[src/logic/slp_pkg.sv]
package slp_pkg;
    // Timing of the transceiver as seen from the host
    localparam int unsigned CLK_HZ         = 25_000_000;
    localparam int unsigned INVALID_QUAL_US = 30;
    localparam int unsigned VALID_QUAL_US   = 1;
    localparam int unsigned RECOVER_US      = 100;
    localparam int unsigned WAKE_HOLD_CYC   = (RECOVER_US * (CLK_HZ / 1_000_000));
    localparam int unsigned QUAL_MARGIN_CYC = (VALID_QUAL_US * (CLK_HZ / 1_000_000));
    // Reset values and wake counter width
    localparam logic RST_SHUTDOWN_N = 1'b0;
    localparam logic RST_RX_DISABLE = 1'b1;
    localparam logic RST_UART_ON    = 1'b0;
    localparam int unsigned WAKE_CNT_W = 12;

    typedef enum logic [1:0] {
        SLP_MODE_OFF,
        SLP_MODE_AUTO,
        SLP_MODE_ON
    } slp_mode_t;
endpackage

[src/logic/slp_host_ctrl.sv]
// Function
// - Host drives receiver disable high whenever the UART is powered down.
// - Host drives shutdown request and hold awake to switch power modes.
// - Host powers the UART down on flag fall, up on flag rise.
`timescale 1ns/10ps
module slp_host_ctrl
    import slp_pkg::*;
#(
    parameter int unsigned WAKE_HOLD = WAKE_HOLD_CYC
) (
    input  wire logic            clk,
    input  wire logic            resetn,
    input  wire logic            clk_en,
    input  wire slp_pkg::slp_mode_t mode_sel,
    input  wire logic            line_valid,
    output logic                 shutdown_request_n,
    output logic                 hold_awake,
    output logic                 rx_disable,
    output logic                 uart_power_on,
    output logic                 tx_ready
);
    import slp_pkg::*;

    // ==========================================================
    // Pin synchroniser
    // ==========================================================
    logic valid_meta_ff;
    logic valid_sync_ff;
    logic valid_prev_ff;
    logic nxt_valid_meta;
    logic nxt_valid_sync;
    logic nxt_valid_prev;

    // The flag comes from the transceiver, so two stages before use
    always_comb begin
        nxt_valid_meta = line_valid;
        nxt_valid_sync = valid_meta_ff;
        nxt_valid_prev = valid_sync_ff;
    end

    always_ff @(posedge clk) begin
        if (!resetn) begin
            valid_meta_ff <= 1'b0;
            valid_sync_ff <= 1'b0;
            valid_prev_ff <= 1'b0;
        end else if (clk_en) begin
            valid_meta_ff <= nxt_valid_meta;
            valid_sync_ff <= nxt_valid_sync;
            valid_prev_ff <= nxt_valid_prev;
        end
    end

    // ==========================================================
    // Device control pins
    // ==========================================================
    // Limitation: the host cannot see the device's true power state;
    // it infers it from the pins it drives and the synced flag only.
    logic shutdown_request_n_ff;
    logic hold_awake_ff;
    logic nxt_shutdown_request_n;
    logic nxt_hold_awake;

    // Decode the mode; code 3 is not legal and falls to automatic
    always_comb begin
        nxt_shutdown_request_n = 1'b1;
        nxt_hold_awake         = 1'b0;
        if (mode_sel == SLP_MODE_OFF) begin
            nxt_shutdown_request_n = 1'b0;
        end
        if (mode_sel == SLP_MODE_ON) begin
            nxt_hold_awake = 1'b1;
        end
    end

    // Pins come straight from flops so they never glitch at the device
    always_ff @(posedge clk) begin
        if (!resetn) begin
            shutdown_request_n_ff <= RST_SHUTDOWN_N;
            hold_awake_ff         <= 1'b0;
        end else if (clk_en) begin
            shutdown_request_n_ff <= nxt_shutdown_request_n;
            hold_awake_ff         <= nxt_hold_awake;
        end
    end

    // ==========================================================
    // UART power and receiver disable
    // ==========================================================
    logic rx_disable_ff;
    logic uart_on_ff;
    logic nxt_rx_disable;
    logic nxt_uart_on;
    logic flag_rise;
    logic flag_fall;

    // Edges come from the synced flag; prev resets low like the idle pin
    always_comb begin
        flag_rise = valid_sync_ff & ~valid_prev_ff;
        flag_fall = ~valid_sync_ff & valid_prev_ff;
        // Follow flag edges; flag valid in every mode
        nxt_uart_on = uart_on_ff;
        if (flag_rise) begin
            nxt_uart_on = 1'b1;
        end else if (flag_fall) begin
            nxt_uart_on = 1'b0;
        end
        // Receivers off while UART down
        // Disable in the same cycle as power-off so no current path through UART diodes
        nxt_rx_disable = ~nxt_uart_on | ~uart_on_ff;
    end

    // One cycle of extra disable on wake trades latency for safety
    always_ff @(posedge clk) begin
        if (!resetn) begin
            rx_disable_ff <= RST_RX_DISABLE;
            uart_on_ff    <= RST_UART_ON;
        end else if (clk_en) begin
            rx_disable_ff <= nxt_rx_disable;
            uart_on_ff    <= nxt_uart_on;
        end
    end

    // ==========================================================
    // Transmitter recovery timer
    // ==========================================================
    logic                  tx_ready_ff;
    logic [WAKE_CNT_W-1:0] wake_cnt_ff;
    logic                  nxt_tx_ready;
    logic [WAKE_CNT_W-1:0] nxt_wake_cnt;

    // Counter saturates at the limit, so a long wake cannot wrap it
    always_comb begin
        // In auto mode a low flag means the device sleeps
        nxt_wake_cnt = wake_cnt_ff;
        nxt_tx_ready = tx_ready_ff;
        if (nxt_shutdown_request_n == 1'b0
            || (nxt_hold_awake == 1'b0 && valid_sync_ff == 1'b0)) begin
            nxt_wake_cnt = '0;
            nxt_tx_ready = 1'b0;
        end else if (wake_cnt_ff >= WAKE_CNT_W'(WAKE_HOLD - 1)) begin
            nxt_tx_ready = 1'b1;
        end else begin
            nxt_wake_cnt = wake_cnt_ff + WAKE_CNT_W'(1);
        end
    end

    // Ready is conservative: typical recovery, never a guaranteed one
    always_ff @(posedge clk) begin
        if (!resetn) begin
            tx_ready_ff <= 1'b0;
            wake_cnt_ff <= '0;
        end else if (clk_en) begin
            tx_ready_ff <= nxt_tx_ready;
            wake_cnt_ff <= nxt_wake_cnt;
        end
    end

    // ==========================================================
    // Outputs
    // ==========================================================

    assign shutdown_request_n = shutdown_request_n_ff;
    assign hold_awake         = hold_awake_ff;
    assign rx_disable         = rx_disable_ff;
    assign uart_power_on      = uart_on_ff;
    assign tx_ready           = tx_ready_ff;
endmodule

[config.mk]
export PLATFORM = sky130hd
export DESIGN_NAME = slp_host_ctrl
export DESIGN_NICKNAME = d
export VERILOG_FILES = /design/src/logic/slp_pkg.sv /design/src/logic/slp_host_ctrl.sv
export SDC_FILE = /design/constraint.sdc
export NUM_CORES = 1
export LEC_CHECK = 0
export ABC_AREA = 1
export BUFFER_PORTS_ARGS = -buffer_cell sky130_fd_sc_hd__buf_2
export CORE_AREA = 3 3 43 61
export CTS_BUF_LIST = sky130_fd_sc_hd__clkbuf_2 sky130_fd_sc_hd__clkbuf_4 sky130_fd_sc_hd__clkbuf_8
export CTS_CLUSTER_DIAMETER = 120
export CTS_CLUSTER_SIZE = 14
export DETAILED_ROUTE_END_ITERATION = 10
export DIE_AREA = 0 0 46 64
export GPL_TIMING_DRIVEN = 0
export PLACE_DENSITY_LB_ADDON = 0.15
export SYNTH_ARGS = -nofsm -noshare
export SYNTH_HDL_FRONTEND = slang
export SYNTH_SLANG_ARGS = --single-unit
export TNS_END_PERCENT = 20
[constraint.sdc]
create_clock -name clk -period 1.89 [get_ports clk]
set_input_delay 0.378 -clock clk [delete_from_list [all_inputs] [get_ports clk]]
set_output_delay 0.378 -clock clk [all_outputs]
set_load 0.01 [all_outputs]
==> Yosys cells after proc, flatten, opt, wreduce, memory -nomap -nowiden <==
Index checks and enable logic that the tools add are counted.
{ "totals": {"register_bits": 20, "input_bits": 6, "out_inout_bits": 5, "word_cells": 35} }
{ "op_classes": {"n_addsub": 1, "magnitude_cmp": 1, "n_eq_ne": 2, "muxes": 8, "bitwise": 8, "reduce_logical": 6} }
{ "ops": {"columns": ["cell", "count"], "rows": [
  ["2-to-1 mux 12 bit", 2],
  ["adder 12 x 1 -> 12 bit (second input constant)", 1],
  [">= comparator 12 bit (second input constant)", 1],
  ["2-to-1 mux 1 bit", 6],
  ["inverter 1 bit", 5],
  ["AND reduction 2 bit", 2],
  ["AND 1 bit", 2],
  ["== test 2 bit (second input constant)", 1],
  ["logical NOT 2 bit", 1],
  ["!= test 2 bit (second input constant)", 1],
  ["nonzero test 2 bit", 1],
  ["logical AND 1 bit", 1],
  ["logical OR 1 bit", 1],
  ["OR 1 bit", 1]
]} }

==> Logic depth before layout (Yosys ltp) <==
Gate-level depths: netlist of the first run.
{ "depth": {"word_depth": 7, "depth_mapped": 11, "ltp_nobuf": 9} }

==> Worst setup path after synthesis of the first run <==
No wires, ideal clock.
{ "synth_path": {"path_kind": "register to register", "startpoint": "reg wake_cnt_ff[0]", "endpoint": "reg wake_cnt_ff[8]", "setup_time_ps": 113, "arrival_time_ps": 1228, "required_ps": 1777, "slack_ps": 550, "path_stages_with_launch": 11, "path_cell_list": "dfxtp_1 > ha_1 > nor2_1 > nand2_1 > nand3_2 > nand3_4 > nand2_4 > buf_6 > nand2_1 > nand2_1 > nor2_1"} }
{ "synth_via": {"elab_chain_cells": 3} }
{ "synth_rtl": {"columns": ["element", "line", "source"], "rows": [
  ["from (decl)", "slp_host_ctrl.sv:127", "logic [WAKE_CNT_W-1:0] wake_cnt_ff;"],
  ["from (signal assigned)", "slp_host_ctrl.sv:154", "wake_cnt_ff <= nxt_wake_cnt;"],
  ["adder 12 x 1 -> 12 bit / >= comparator 12 bit (equally long branches)", "slp_host_ctrl.sv:143, slp_host_ctrl.sv:140", null],
  ["2-to-1 mux 12 bit / != test 2 bit (equally long branches)", null, null],
  ["2-to-1 mux 12 bit / AND reduction 2 bit (equally long branches)", null, null]
]} }
Several ways; a longest one is shown, not always the timed one. The select of a mux whose other input is x is not followed.
A chain may end at the register's enable or synchronous reset.

==> Worst setup path in the final report of the first run <==
Same ends and word-level chain as after synthesis.

==> results.txt, run 1 <==
- Highest-count cells in the layout ignoring fill and taps: 43 x sky130_fd_sc_hd__nand2_1, 33 x sky130_fd_sc_hd__nor2_1, 20 x sky130_fd_sc_hd__dfxtp_1
* Synth Net Count: ~180
- For the final database, setup skew stands at about 0.0050 ns.
- Number of global-route vias before repair: between 1000 and 1500
* Setup repair after global routing missed its margin: no
* Synth cell types: 28
* Total global-route track usage: 20.4%
- Max-cap violations in this run came to 0.
- Weighted congestion reported at the end of routability-driven placement: 0.824
- Register bit count reported by yosys: 20
- Count of clock tree sinks: 20
- The first global-routing pass estimated roughly 4500 um of wire.
- For this run the aggregate overflow at the end of global routing stands at 0.
- Synth Cell Area: roughly 0.0012 mm2
- The number of setup buffers added after CTS is 0.
- Source of the worst register-to-register timing path: wake_cnt_ff[0]
- Clock-pin slew of the registers on the worst-case setup and hold paths: ~0.12 ns
* Core box area: ~0.0022 mm2
- CP required: roughly 2.1 ns
- The synthesized netlist devotes 41.1% of its cell area to simple gates.
* Number of nets with antenna violations after detailed routing: 0
- Adding up every negative setup slack in the final design gives 0 ns.
- CTS built an H-tree with a depth of 1.
- After synthesis, the largest family of logic cells by area is simple AND/OR/NAND/NOR gates.
* Pins over their slew limit: 0
- Entering global routing, the biggest net connects 13 pins.
- Summed over all layers, the routed wires come to around 2500 um.
- Fraction of layout cells with a size suffix above 1: 15.8%
- In the synthesized netlist, mux cells make up 0% of the area.
* Horiz. Die Dim: around 46 um
- Post-route standard cell area excluding fillers: 0.00128 mm2
- Data on the critical path arrives at its endpoint at between 1.5 and 2 ns.
- Across all layers, the routed design uses approximately 1100 vias.
- Worst setup EP type: flop
- Measured against its own limit, the worst slew margin works out to 74.6%.
* Critical Path Start: wake_cnt_ff[0]
- Hold buffer count at cts: 0
- Dividing the detail-routed wire length by the instance count gives between 10 and 15 um.
- Classification of the worst setup path: reg2reg
* Clock period minus final worst setup slack: between 1.5 and 2 ns
- Complex-gate fraction of the synthesized area: approximately an eighth
- Synthesized instance count: between 150 and 200
- Setup Viol. Count Final: 0
- Of the available clock period, the critical path in the final layout requires between 80% and 90%.
- The number of hold-slack violations in the final timing report is 0.
- The share of the Yosys chip area taken by registers is a little over a third.
- Final HPWL from detailed placement: ~1900 um
- The number of clock buffers added by TritonCTS is 3.
- In the routed layout, each cell is associated on average with a via count of approximately 5.2.
- Placement Cell Area: ~0.0012 mm2
- The floorplan step set the die height to 64 um.
* Initial core utilization: 53.6%
* Setup slack of the critical path after layout: 0.327 ns
* Commonest non-fill, non-tap cell in the layout: sky130_fd_sc_hd__nand2_1
- Global-route met1 utilization: 23.0%
- For this run, the number of Yosys warnings is 0.
* Maximum fanout along the worst path: 10
- For this run, the top clock speed supported by timing is ~640 MHz.
- Met3 Track Usage GR: 3.38%
- Prior to clock tree synthesis, the placed netlist has a worst setup slack of ~0.34 ns.
- Launching element type of the critical path: flop
- Most Crowded Layer GR: met2
* Count of antenna diodes in the layout: 0
- Area share of the largest cell type after synthesis: 34.7%
* Clock latency reported for the late side of the worst-skew pair: approximately 0.32 ns
- Of the total synthesized cell area, the portion taken by full adders, half adders and majority gates is around 1.1%.
- DR pass1 iterations: 4
- For this run, global-route usage on met2 was measured as 35.5%.
- Hold_sp: line_valid
* Largest cells by area after synthesis: sky130_fd_sc_hd__dfxtp_1 35%, sky130_fd_sc_hd__nand2_1 14%, sky130_fd_sc_hd__nor2_1 11%
* Port Buffer Count: 10
- Layout Area Growth over Synthesis: 11.3%
- Worst-Margin Slew: approximately 0.38 ns
- Clock tree from TritonCTS: done
- Cell area power density: 735 mW/mm2
- # rows: 20
* Area enclosed by the die boundary: 0.00294 mm2
- Antenna violations before repair: 0
* Maximum vdd drop: approximately 650 uV
* Post-synthesis area per instance: between 6 and 7 um2
- Of all cell types, the one taking the most synthesized area is sky130_fd_sc_hd__dfxtp_1.
* Outcome: complete, no violations
- At the end of the flow, the number of nets in the layout was just under 200.
- CTS root buf: sky130_fd_sc_hd__clkbuf_4
- Num ports: 11
* Post-CTS Resized: 0
* DRC violation total after the first TritonRoute iteration: 23
- For this run, design rule violations remaining after detail routing come to 0.
- Buffer depth of the longest clock path: 2
- In this run the worst hold path is classified as in2reg.
- Total leakage power: a little under 0.6 nW
* XOR/XNOR share of the synthesized area: less than 1%
metrics by stage:
stage                     hold WS [ns]  power (mW)  instances  util (%)
after detailed placement         0.464       0.592        208      57.2
final                            0.286       0.944        212      59.7
after global placement           0.447       0.588        208      57.2
after floorplan                  0.472       0.554        176         -
after CTS                        0.292       0.946        212      59.7
after global routing             0.303       0.991        212      59.7
layer usage:
layer / vias to the layer above / routed length [um]
li1: 585 / -
met1: 496 / 1100
met2: 16 / 1320
met3: 5 / 59
met4: 0 / 45
met5: - / 0
critical path: stages, from the launching register on:
cell	delay [ns]
sky130_fd_sc_hd__dfxtp_1	0.36
sky130_fd_sc_hd__ha_1	0.22
sky130_fd_sc_hd__nor2_1	0.14
sky130_fd_sc_hd__nand2_1	0.08
sky130_fd_sc_hd__nand3_2	0.12
sky130_fd_sc_hd__nand3_4	0.16
sky130_fd_sc_hd__nand2_4	0.10
sky130_fd_sc_hd__buf_6	0.14
sky130_fd_sc_hd__nand2_1	0.05
sky130_fd_sc_hd__nand2_1	0.05
sky130_fd_sc_hd__nor2_1	0.04
power breakdown:
part,leakage [nW],internal (mW),switching (mW)
Combinational,0.388,0.0465,0.0811
Clock,0.0279,0.215,0.147
Sequential,0.164,0.441,0.0130
cells by family (layout without fill, tap and decap cells):
kind of cell | after synthesis | count (layout)
buf+inv | 25 | 39
xor+xnor | 1 | 1
fa+ha+maj | 1 | 1
compound gates | 23 | 23
simple gates | 106 | 106
flops | 20 | 20
synth_stat cells:
cell / count
sky130_fd_sc_hd__dfxtp_1: 20
sky130_fd_sc_hd__nand2_2: 1
sky130_fd_sc_hd__nor2_1: 33
sky130_fd_sc_hd__nand3_2: 1
sky130_fd_sc_hd__nor3_1: 3
sky130_fd_sc_hd__o21ai_2: 1
sky130_fd_sc_hd__buf_4: 1
sky130_fd_sc_hd__nand2_1: 43
sky130_fd_sc_hd__clkbuf_8: 1
sky130_fd_sc_hd__nand3b_1: 1
sky130_fd_sc_hd__o21ai_0: 7
sky130_fd_sc_hd__ha_1: 1
sky130_fd_sc_hd__nor2_2: 3
sky130_fd_sc_hd__nand3_4: 1
sky130_fd_sc_hd__a21oi_4: 1
sky130_fd_sc_hd__clkbuf_1: 1
sky130_fd_sc_hd__a21oi_1: 12
sky130_fd_sc_hd__nand4_1: 1
sky130_fd_sc_hd__buf_6: 2
sky130_fd_sc_hd__xor2_1: 1
sky130_fd_sc_hd__or2_2: 1
sky130_fd_sc_hd__o211ai_1: 1
sky130_fd_sc_hd__nand2_4: 1
sky130_fd_sc_hd__a211oi_1: 1
sky130_fd_sc_hd__inv_2: 2
sky130_fd_sc_hd__nor3b_1: 2
sky130_fd_sc_hd__inv_1: 18
sky130_fd_sc_hd__nand3_1: 15
worst paths after layout:
path	endpoint	slack [ns]	cells after the start
setup / recovery	wake_cnt_ff[8]	0.33	10
hold / removal	nxt_valid_sync	0.29	3
setup reg to reg	wake_cnt_ff[8]	0.33	10
hold reg to reg	rx_disable	0.49	2
registers in the layout, summed over array words and instances, names as in the netlist:
name,cells
nxt_valid_prev,1
rx_disable,1
tx_ready,1
valid_prev_ff,1
uart_power_on,1
nxt_valid_sync,1
shutdown_request_n,1
hold_awake,1
wake_cnt_ff,12
area by class of cell:
type / count / area [um2]
Clock inverter: 1 / 30.0
Sequential cell: 20 / 400
Timing Repair Buffer: 10 / 50.0
Buffer: 5 / 47.5
Tap cell: 22 / 27.5
Fill cell: 216 / 868
Multi-Input combinational cell: 131 / 631
Inverter: 20 / 75.1
Clock buffer: 3 / 22.5
Note: power is estimated with default switching activity, not from simulation.
==> run 2: changes to the inputs <==
==> constraint.sdc (replaced) <==
create_clock -name clk -period 1.5 [get_ports clk]
set_input_delay 0.3 -clock clk [delete_from_list [all_inputs] [get_ports clk]]
set_output_delay 0.3 -clock clk [all_outputs]
set_load 0.01 [all_outputs]
==> results.txt, run 2 (synthesis results as in run 1) <==
* Number of hold violations in the final report: 0 (unchanged)
- Launching element type of the critical path: flop
* Worst-Margin Slew: 0.368 ns (-0.0121 ns)
- Vert. Die Dim: 64 um (unchanged)
- Max transition margin: 75.5% (+0.80 points)
- Total negative slack for setup checks: 0 ns (unchanged)
* Clock latency reported for the late side of the worst-skew pair: 0.31 ns (about the same)
- Layout Area Growth over Synthesis: 23.3%
* First-pass GRT wire length: 4620 um (+2.0%)
* Post-route non-filler standard cell count: 215 (+1.4%)
* # rows: 20 (unchanged)
- Commonest non-fill, non-tap cell in the layout: sky130_fd_sc_hd__nand2_1
* Pin count of the biggest net entering global routing: 13 (unchanged)
* Setup slack of the critical path after layout: 0.0563 ns (-0.270 ns)
* Stages on worst setup path: 10 (unchanged)
* Final HPWL from detailed placement: 1900 um (unchanged)
* Cell area power density: 860 mW/mm2 (+17%)
- The number of filler cells placed in the layout is 194 (-10%).
- Total global-route track usage: 21.0% (+0.54 points)
- Classification of the worst setup path: reg2reg
- Flip-flop and latch area: 408 um2 (+1.9%)
* Port Buffer Count: 10 (unchanged)
- The arrival time of the worst setup path came to 1.67 ns (-0.12 ns).
- The number of nets with antenna violations after detailed routing is 0 (unchanged).
- Detailed-route via count: 1130 (+2.5%)
- The min-delay analysis places its worst path in the category in2reg.
* Buffer depth of the longest clock path: 2 (unchanged)
- The final routed wire length divided by cell count is 12.9 um (+8.2%).
- Clock tree synthesis selected as its root buffer the cell sky130_fd_sc_hd__clkbuf_4.
- Horiz. Die Dim: 46 um (unchanged)
- Cell with the most instances on the worst path: sky130_fd_sc_hd__nand2_2
- Hold buffer count at cts: 0 (unchanged)
- Worst Hold Path Cells: 3 (unchanged)
* WHS: 0.212 ns (-0.0741 ns)
- Cell family with the largest share of critical-path delay: simple AND/OR/NAND/NOR gates
- Maximum vdd drop: 844 uV (+30%)
- The DRC violations left came to 0 (unchanged).
- Clock period minus final worst setup slack: 1.44 ns (-0.120 ns)
* Final-stage net count: 201 (+1.5%)
- The area of all placed cells without fillers came to 0.00142 mm2 (+11%).
- The TritonCTS sink count was 20 (unchanged).
* DR pass1 iterations: 6 (+2)
* Register ranked first by flip-flop count: wake_cnt_ff
* Total gr overflow: 0 (unchanged)
* Cell-by-cell trace of the critical path: ha_4 > nor2_4 > nand2_2 > nand3_4 > nand3_4 > nand2_4 > buf_8 > nand2_2 > nand2_2 > nor2_2
- CP required: 1.72 ns (-0.39 ns)
- Num ports: 11 (unchanged)
- Clock tree from TritonCTS: done
- The weighted congestion at the end of routability-driven global placement was 0.824 (unchanged).
* Total of max-cap violations: 0 (unchanged)
* Number of global-route vias before repair: 1101 (+0.18%)
- Core box area: 0.00215 mm2 (unchanged)
- DRC violation total after the first TritonRoute iteration: 42 (+83%)
* Placement Cell Area: 0.00123 mm2 (unchanged)
- The footprint of the multi-input gates is 718 um2 (+14%).
* Fraction of layout cells with a size suffix above 1: 26.9% (+11 points)
- Setup repair after global routing could not meet its margin everywhere.
- The die area is 0.00294 mm2 (unchanged).
- The post-placement setup slack came to -0.0270 ns (-0.370 ns).
* Flip-flop count of the largest register after layout: 12 (unchanged)
- Clock-pin slew of the registers on the worst-case setup and hold paths: 0.12 ns (about the same)
- Critical Path Slowest Stage Cell: sky130_fd_sc_hd__dfxtp_4
- The register-to-register setup slack is 0.06 ns (-0.27 ns).
- Total CTS buffers: 3 (unchanged)
- The largest stage delay on the critical path was 0.39 ns (+0.03 ns).
- The number of buffer and inverter stages on the critical path is 1 (unchanged).
- The number of slew-limit violations in the final report was 0 (unchanged).
* Setup skew after layout: 0.00657 ns (+0.00155 ns)
* Period utilization: 96.2% (+14 points)
* Maximum fanout along the worst path: 5 (-5)
- Antenna violations before repair: 0 (unchanged)
- The initial cell density of the core was 53.6% (unchanged).
* Placed cell count: 208 (unchanged)
- The mean number of vias per cell came to 5.26 (+1.1%).
- Highest clock rate: 693 MHz (+8.3%)
- The overall routed net length was 2770 um (+9.7%).
- Depth of the CTS H-tree: 1 (unchanged)
- The number of failing setup endpoints in the final timing report came to 0 (unchanged).
* Highest-count cells in the layout ignoring fill and taps: 38 x sky130_fd_sc_hd__nand2_1, 28 x sky130_fd_sc_hd__nor2_1, 18 x sky130_fd_sc_hd__inv_1
- STA classifies the critical path endpoint as a flop.
* Count of antenna diodes in the layout: 0 (unchanged)
- The reported leakage power came to 0.608 nW (+4.8%).
- The depth of the most critical reg-to-reg path is 10 (unchanged).
- Outcome: complete, no violations
run 2: repair_timing:
item | in CTS | in global routing
buffers inserted | 2 | 0
endpoints found under the setup margin | 8 | 12
pin swaps | 1 | 11
gates cloned | 0 | 1
hold endpoints to repair | 0 | 0
gates resized for setup | 0 | 29
run 2: report_power, final:
group	leakage (nW)	total, mW	internal (mW)	switching [mW]
Sequential	0.166	0.576	0.556	0.0200
Combinational	0.414	0.194	0.0789	0.115
Clock	0.0279	0.453	0.270	0.182
run 2: worst register-to-register path: stages (launching register included):
cell,delay (ns)
sky130_fd_sc_hd__dfxtp_4,0.39
sky130_fd_sc_hd__ha_4,0.17
sky130_fd_sc_hd__nor2_4,0.12
sky130_fd_sc_hd__nand2_2,0.08
sky130_fd_sc_hd__nand3_4,0.10
sky130_fd_sc_hd__nand3_4,0.10
sky130_fd_sc_hd__nand2_4,0.12
sky130_fd_sc_hd__buf_8,0.12
sky130_fd_sc_hd__nand2_2,0.05
sky130_fd_sc_hd__nand2_2,0.07
sky130_fd_sc_hd__nor2_2,0.04
run 2: area by class of cell:
type | instances | share of cell area, %
clock buffer | 3 | 1.58
timing repair buffer | 13 | 6.33
multi-input combinational | 131 | 50.5
buffer | 5 | 3.61
tap | 22 | 1.93
clock inverter | 1 | 2.11
inverter | 20 | 5.28
sequential | 20 | 28.7
run 2: worst paths after layout:
kind                                startpoint              to
worst max-delay path            wake_cnt_ff[0]  wake_cnt_ff[8]
worst min-delay path                line_valid  nxt_valid_sync
worst max register to register  wake_cnt_ff[0]  wake_cnt_ff[8]
worst min register to register      rx_disable      rx_disable
run 2: metal layers:
layer	part of all wire, %	track usage [%]	wire length [um]	up-vias
li1	-	-	-	591
met1	42	23.1	1160	517
met2	54	37.4	1490	17
met3	3.0	3.38	82	5
met4	1.6	8.19	43	0
met5	0	0	0	-
run 2: stage by stage:
step | total power [mW] | util, %
6_report | 1.22 | 66.1
5_1_grt | 1.28 | 66.1
4_1_cts | 1.20 | 60.3
3_5_place_dp | 0.746 | 57.2
3_3_place_gp | 0.741 | 57.2
2_1_floorplan | 0.698 | -
==> run 3: changes to the inputs <==
--- a/config.mk
+++ b/config.mk
@@ -13,7 +13,6 @@
 export CTS_CLUSTER_SIZE = 14
 export DETAILED_ROUTE_END_ITERATION = 10
 export DIE_AREA = 0 0 46 64
-export GPL_TIMING_DRIVEN = 0
 export PLACE_DENSITY_LB_ADDON = 0.15
 export SYNTH_ARGS = -nofsm -noshare
 export SYNTH_HDL_FRONTEND = slang
==> results.txt, run 3 (synthesis results as in run 1) <==
* Highest-count cells in the layout ignoring fill and taps: 42 x sky130_fd_sc_hd__nand2_1, 31 x sky130_fd_sc_hd__nor2_1, 18 x sky130_fd_sc_hd__dfxtp_1
- Clock tree from TritonCTS: done
* Buffer depth of the longest clock path: 2 (unchanged)
- The TritonCTS sink count was 20 (unchanged).
- Total CTS buffers: 3 (unchanged)
* Crit path largest cell delay: 0.35 ns (-0.04 ns)
- The cell that appears most often on the critical path is sky130_fd_sc_hd__nand2_1.
- Weighted congestion reported at the end of routability-driven placement: 0.880 (+6.8%)
- The critical path is of the reg2reg type.
- Period utilization: 91.7% (-4.5 points)
- Number of global-route vias before repair: 1058 (-3.9%)
- The first-pass iteration count of the detailed router was 4 (-2).
- Total leakage power: 0.588 nW (-3.3%)
- The die area is 0.00294 mm2 (unchanged).
- Setup repair after global routing missed its margin: yes
* Total power: 1.06 mW (-13%)
- Flip-flop count of the largest register after layout: 12 (unchanged)
- The number of hold-slack violations in the final timing report is 0 (unchanged).
- The total number of H-tree levels came to 1 (unchanged).
* Register ranked first by flip-flop count: wake_cnt_ff
- End of the critical path: wake_cnt_ff[11]
- From synthesis to final layout, the design area changed by 14.0%.
- Num ports: 11 (unchanged)
- Final-stage net count: 201 (unchanged)
* Hold buffer count at cts: 0 (unchanged)
* Drc violations: 0 (unchanged)
- The count of input and output buffers was 10 (unchanged).
- Horiz. Die Dim: 46 um (unchanged)
- The remaining max-slew budget at the tightest pin came to 81.6% (+6.1 points).
* Endpoint of the worst-slack reg-to-reg timing path: wake_cnt_ff[11]
- The post-placement setup slack was 0.0802 ns (+0.107 ns).
* Setup skew after layout: 0.00344 ns (-0.00314 ns)
* Vert. Die Dim: 64 um (unchanged)
- Maximum vdd drop: 549 uV (-35%)
- The critical-path maximum fanout was 4 (-1).
- Worst-Margin Slew: 0.276 ns (-0.0926 ns)
- Launching element type of the critical path: flop
- The number of nets with antenna violations after detailed routing is 0 (unchanged).
- The achievable frequency is 727 MHz (+4.9%).
- The overall routed net length came to 2590 um (-6.4%).
- Detailed-route via count: 1108 (-1.9%)
- Clock latency reported for the late side of the worst-skew pair: 0.31 ns (about the same)
* # rows: 20 (unchanged)
* Class of the tightest hold or removal check: in2reg
- Total global-route track usage: 20.1% (-0.87 points)
* DRC violation total after the first TritonRoute iteration: 30 (-29%)
* Worst reg2reg setup slack: 0.12 ns (+0.07 ns)
* Antenna violations before repair: 0 (unchanged)
- Total negative slack for setup checks: 0 ns (unchanged)
- Source of the worst register-to-register timing path: wake_cnt_ff[0]
* Setup Viol. Count Final: 0 (unchanged)
- R2R cell count: 9 (-1)
- Fraction of layout cells with a size suffix above 1: 21.2% (-5.7 points)
- The least setup slack across all paths after layout was 0.124 ns (+0.0680 ns).
* Clock period minus final worst setup slack: 1.38 ns (-0.0680 ns)
- Commonest non-fill, non-tap cell in the layout: sky130_fd_sc_hd__nand2_1
* Pins over their slew limit: 0 (unchanged)
- Initial core utilization: 53.6% (unchanged)
- The first-pass GRT wire length came to 4520 um (-2.2%).
- The half-perimeter wire length after detailed placement came to 1940 um (+1.9%).
- Critical Path Slowest Stage Cell: sky130_fd_sc_hd__dfxtp_2
- The area inside the core boundary is 0.00215 mm2 (unchanged).
- Post-route standard cell area excluding fillers: 0.00132 mm2 (-7.6%)
* Outcome: complete, no violations
* Worst setup EP type: flop
- Vias/cell: 5.15 (-1.9%)
- Cell area power density: 810 mW/mm2 (-5.8%)
* Arrival time of the worst setup path: 1.64 ns (-0.03 ns)
* CP required: 1.76 ns (+0.04 ns)
- Total gr overflow: 0 (unchanged)
- The number of antenna diodes is 0 (unchanged).
- CTS root buf: sky130_fd_sc_hd__clkbuf_4
- The critical path goes through ha_2 > nor2_2 > nand2_1 > nand3_2 > nand3_4 > buf_4 > nand3_1 > nand2_1 > nor2_1.
- The cell area reported after detailed placement was 0.00123 mm2 (-0.20%).
- Critical Path Start: wake_cnt_ff[0]
* Total of max-cap violations: 0 (unchanged)
* Routed wire length per instance: 12.1 um (-6.4%)
* Clock-pin slew of the registers on the worst-case setup and hold paths: 0.12 ns (about the same)
- The pin count of the biggest net entering global routing was 15 (+2).
- The worst hold margin came to 0.208 ns (-0.00346 ns).
==> run 3: cell types whose count changed in the layout (fill, tap and decap cells not counted), moves of 2 or more <==
cell,delta
sky130_fd_sc_hd__nor2_1,+3
sky130_fd_sc_hd__nor2_4,-3
sky130_fd_sc_hd__buf_4,+4
sky130_fd_sc_hd__a21oi_2,-4
sky130_fd_sc_hd__a21oi_1,+4
sky130_fd_sc_hd__nand2_2,-5
sky130_fd_sc_hd__nand2_1,+4
sky130_fd_sc_hd__dfxtp_1,+2
==> run 3: power breakdown <==
part | internal, mW | switching [mW]
clock network | 0.148 | 0.174
registers | 0.556 | 0.0180
logic | 0.0620 | 0.106
total | 0.767 | 0.298
==> run 3: stage by stage <==
step	std cells	util, %
5_1_grt	215	61.1
6_report	215	61.1
3_3_place_gp	209	57.1
2_1_floorplan	176	-
4_1_cts	213	58.8
3_5_place_dp	209	57.1
==> run 3: layout make-up <==
class                           instances  area (um2)
Clock buffer                            4        36.3
Inverter                               20        75.1
Multi-Input combinational cell        131         659
Tap cell                               22        27.5
Sequential cell                        20         403
Fill cell                             210         837
Timing Repair Buffer                   18         114
==> run 3: worst min-delay path by stage <==
stage	endpoint	startpoint	slack, ns	cells past startpoint
after floorplan	shutdown_request_n	mode_sel[0]	0.42	2
after global placement	rx_disable	rx_disable	0.44	2
after detailed placement	tx_ready	tx_ready	0.47	2
after CTS	nxt_valid_sync	line_valid	0.21	3
after global routing	nxt_valid_sync	line_valid	0.24	3
final	nxt_valid_sync	line_valid	0.21	3
==> run 3: worst max-delay path: cells and delay by family (launching register included) <==
| family | cells | cell delay [ns] |
|---|---|---|
| and+or+nand+nor | 7 | 0.61 |
| buffers and inverters | 1 | 0.18 |
| DFF | 1 | 0.35 |
| adders and majority gates | 1 | 0.19 |
==> run 3: per-layer routing <==
layer	share of wire (%)	GRT usage (%)	vias to the layer above	routed length [um]
met1	42	25.6	489	1090
met4	3.4	6.41	0	88
li1	-	-	591	-
met5	0	0	-	0
met3	2.6	1.69	9	67
met2	52	34.1	19	1350
==> run 3: timing repair <==
item	CTS	global route
resized for setup	0	13
buffers inserted	0	1
endpoints found under the setup margin	0	12
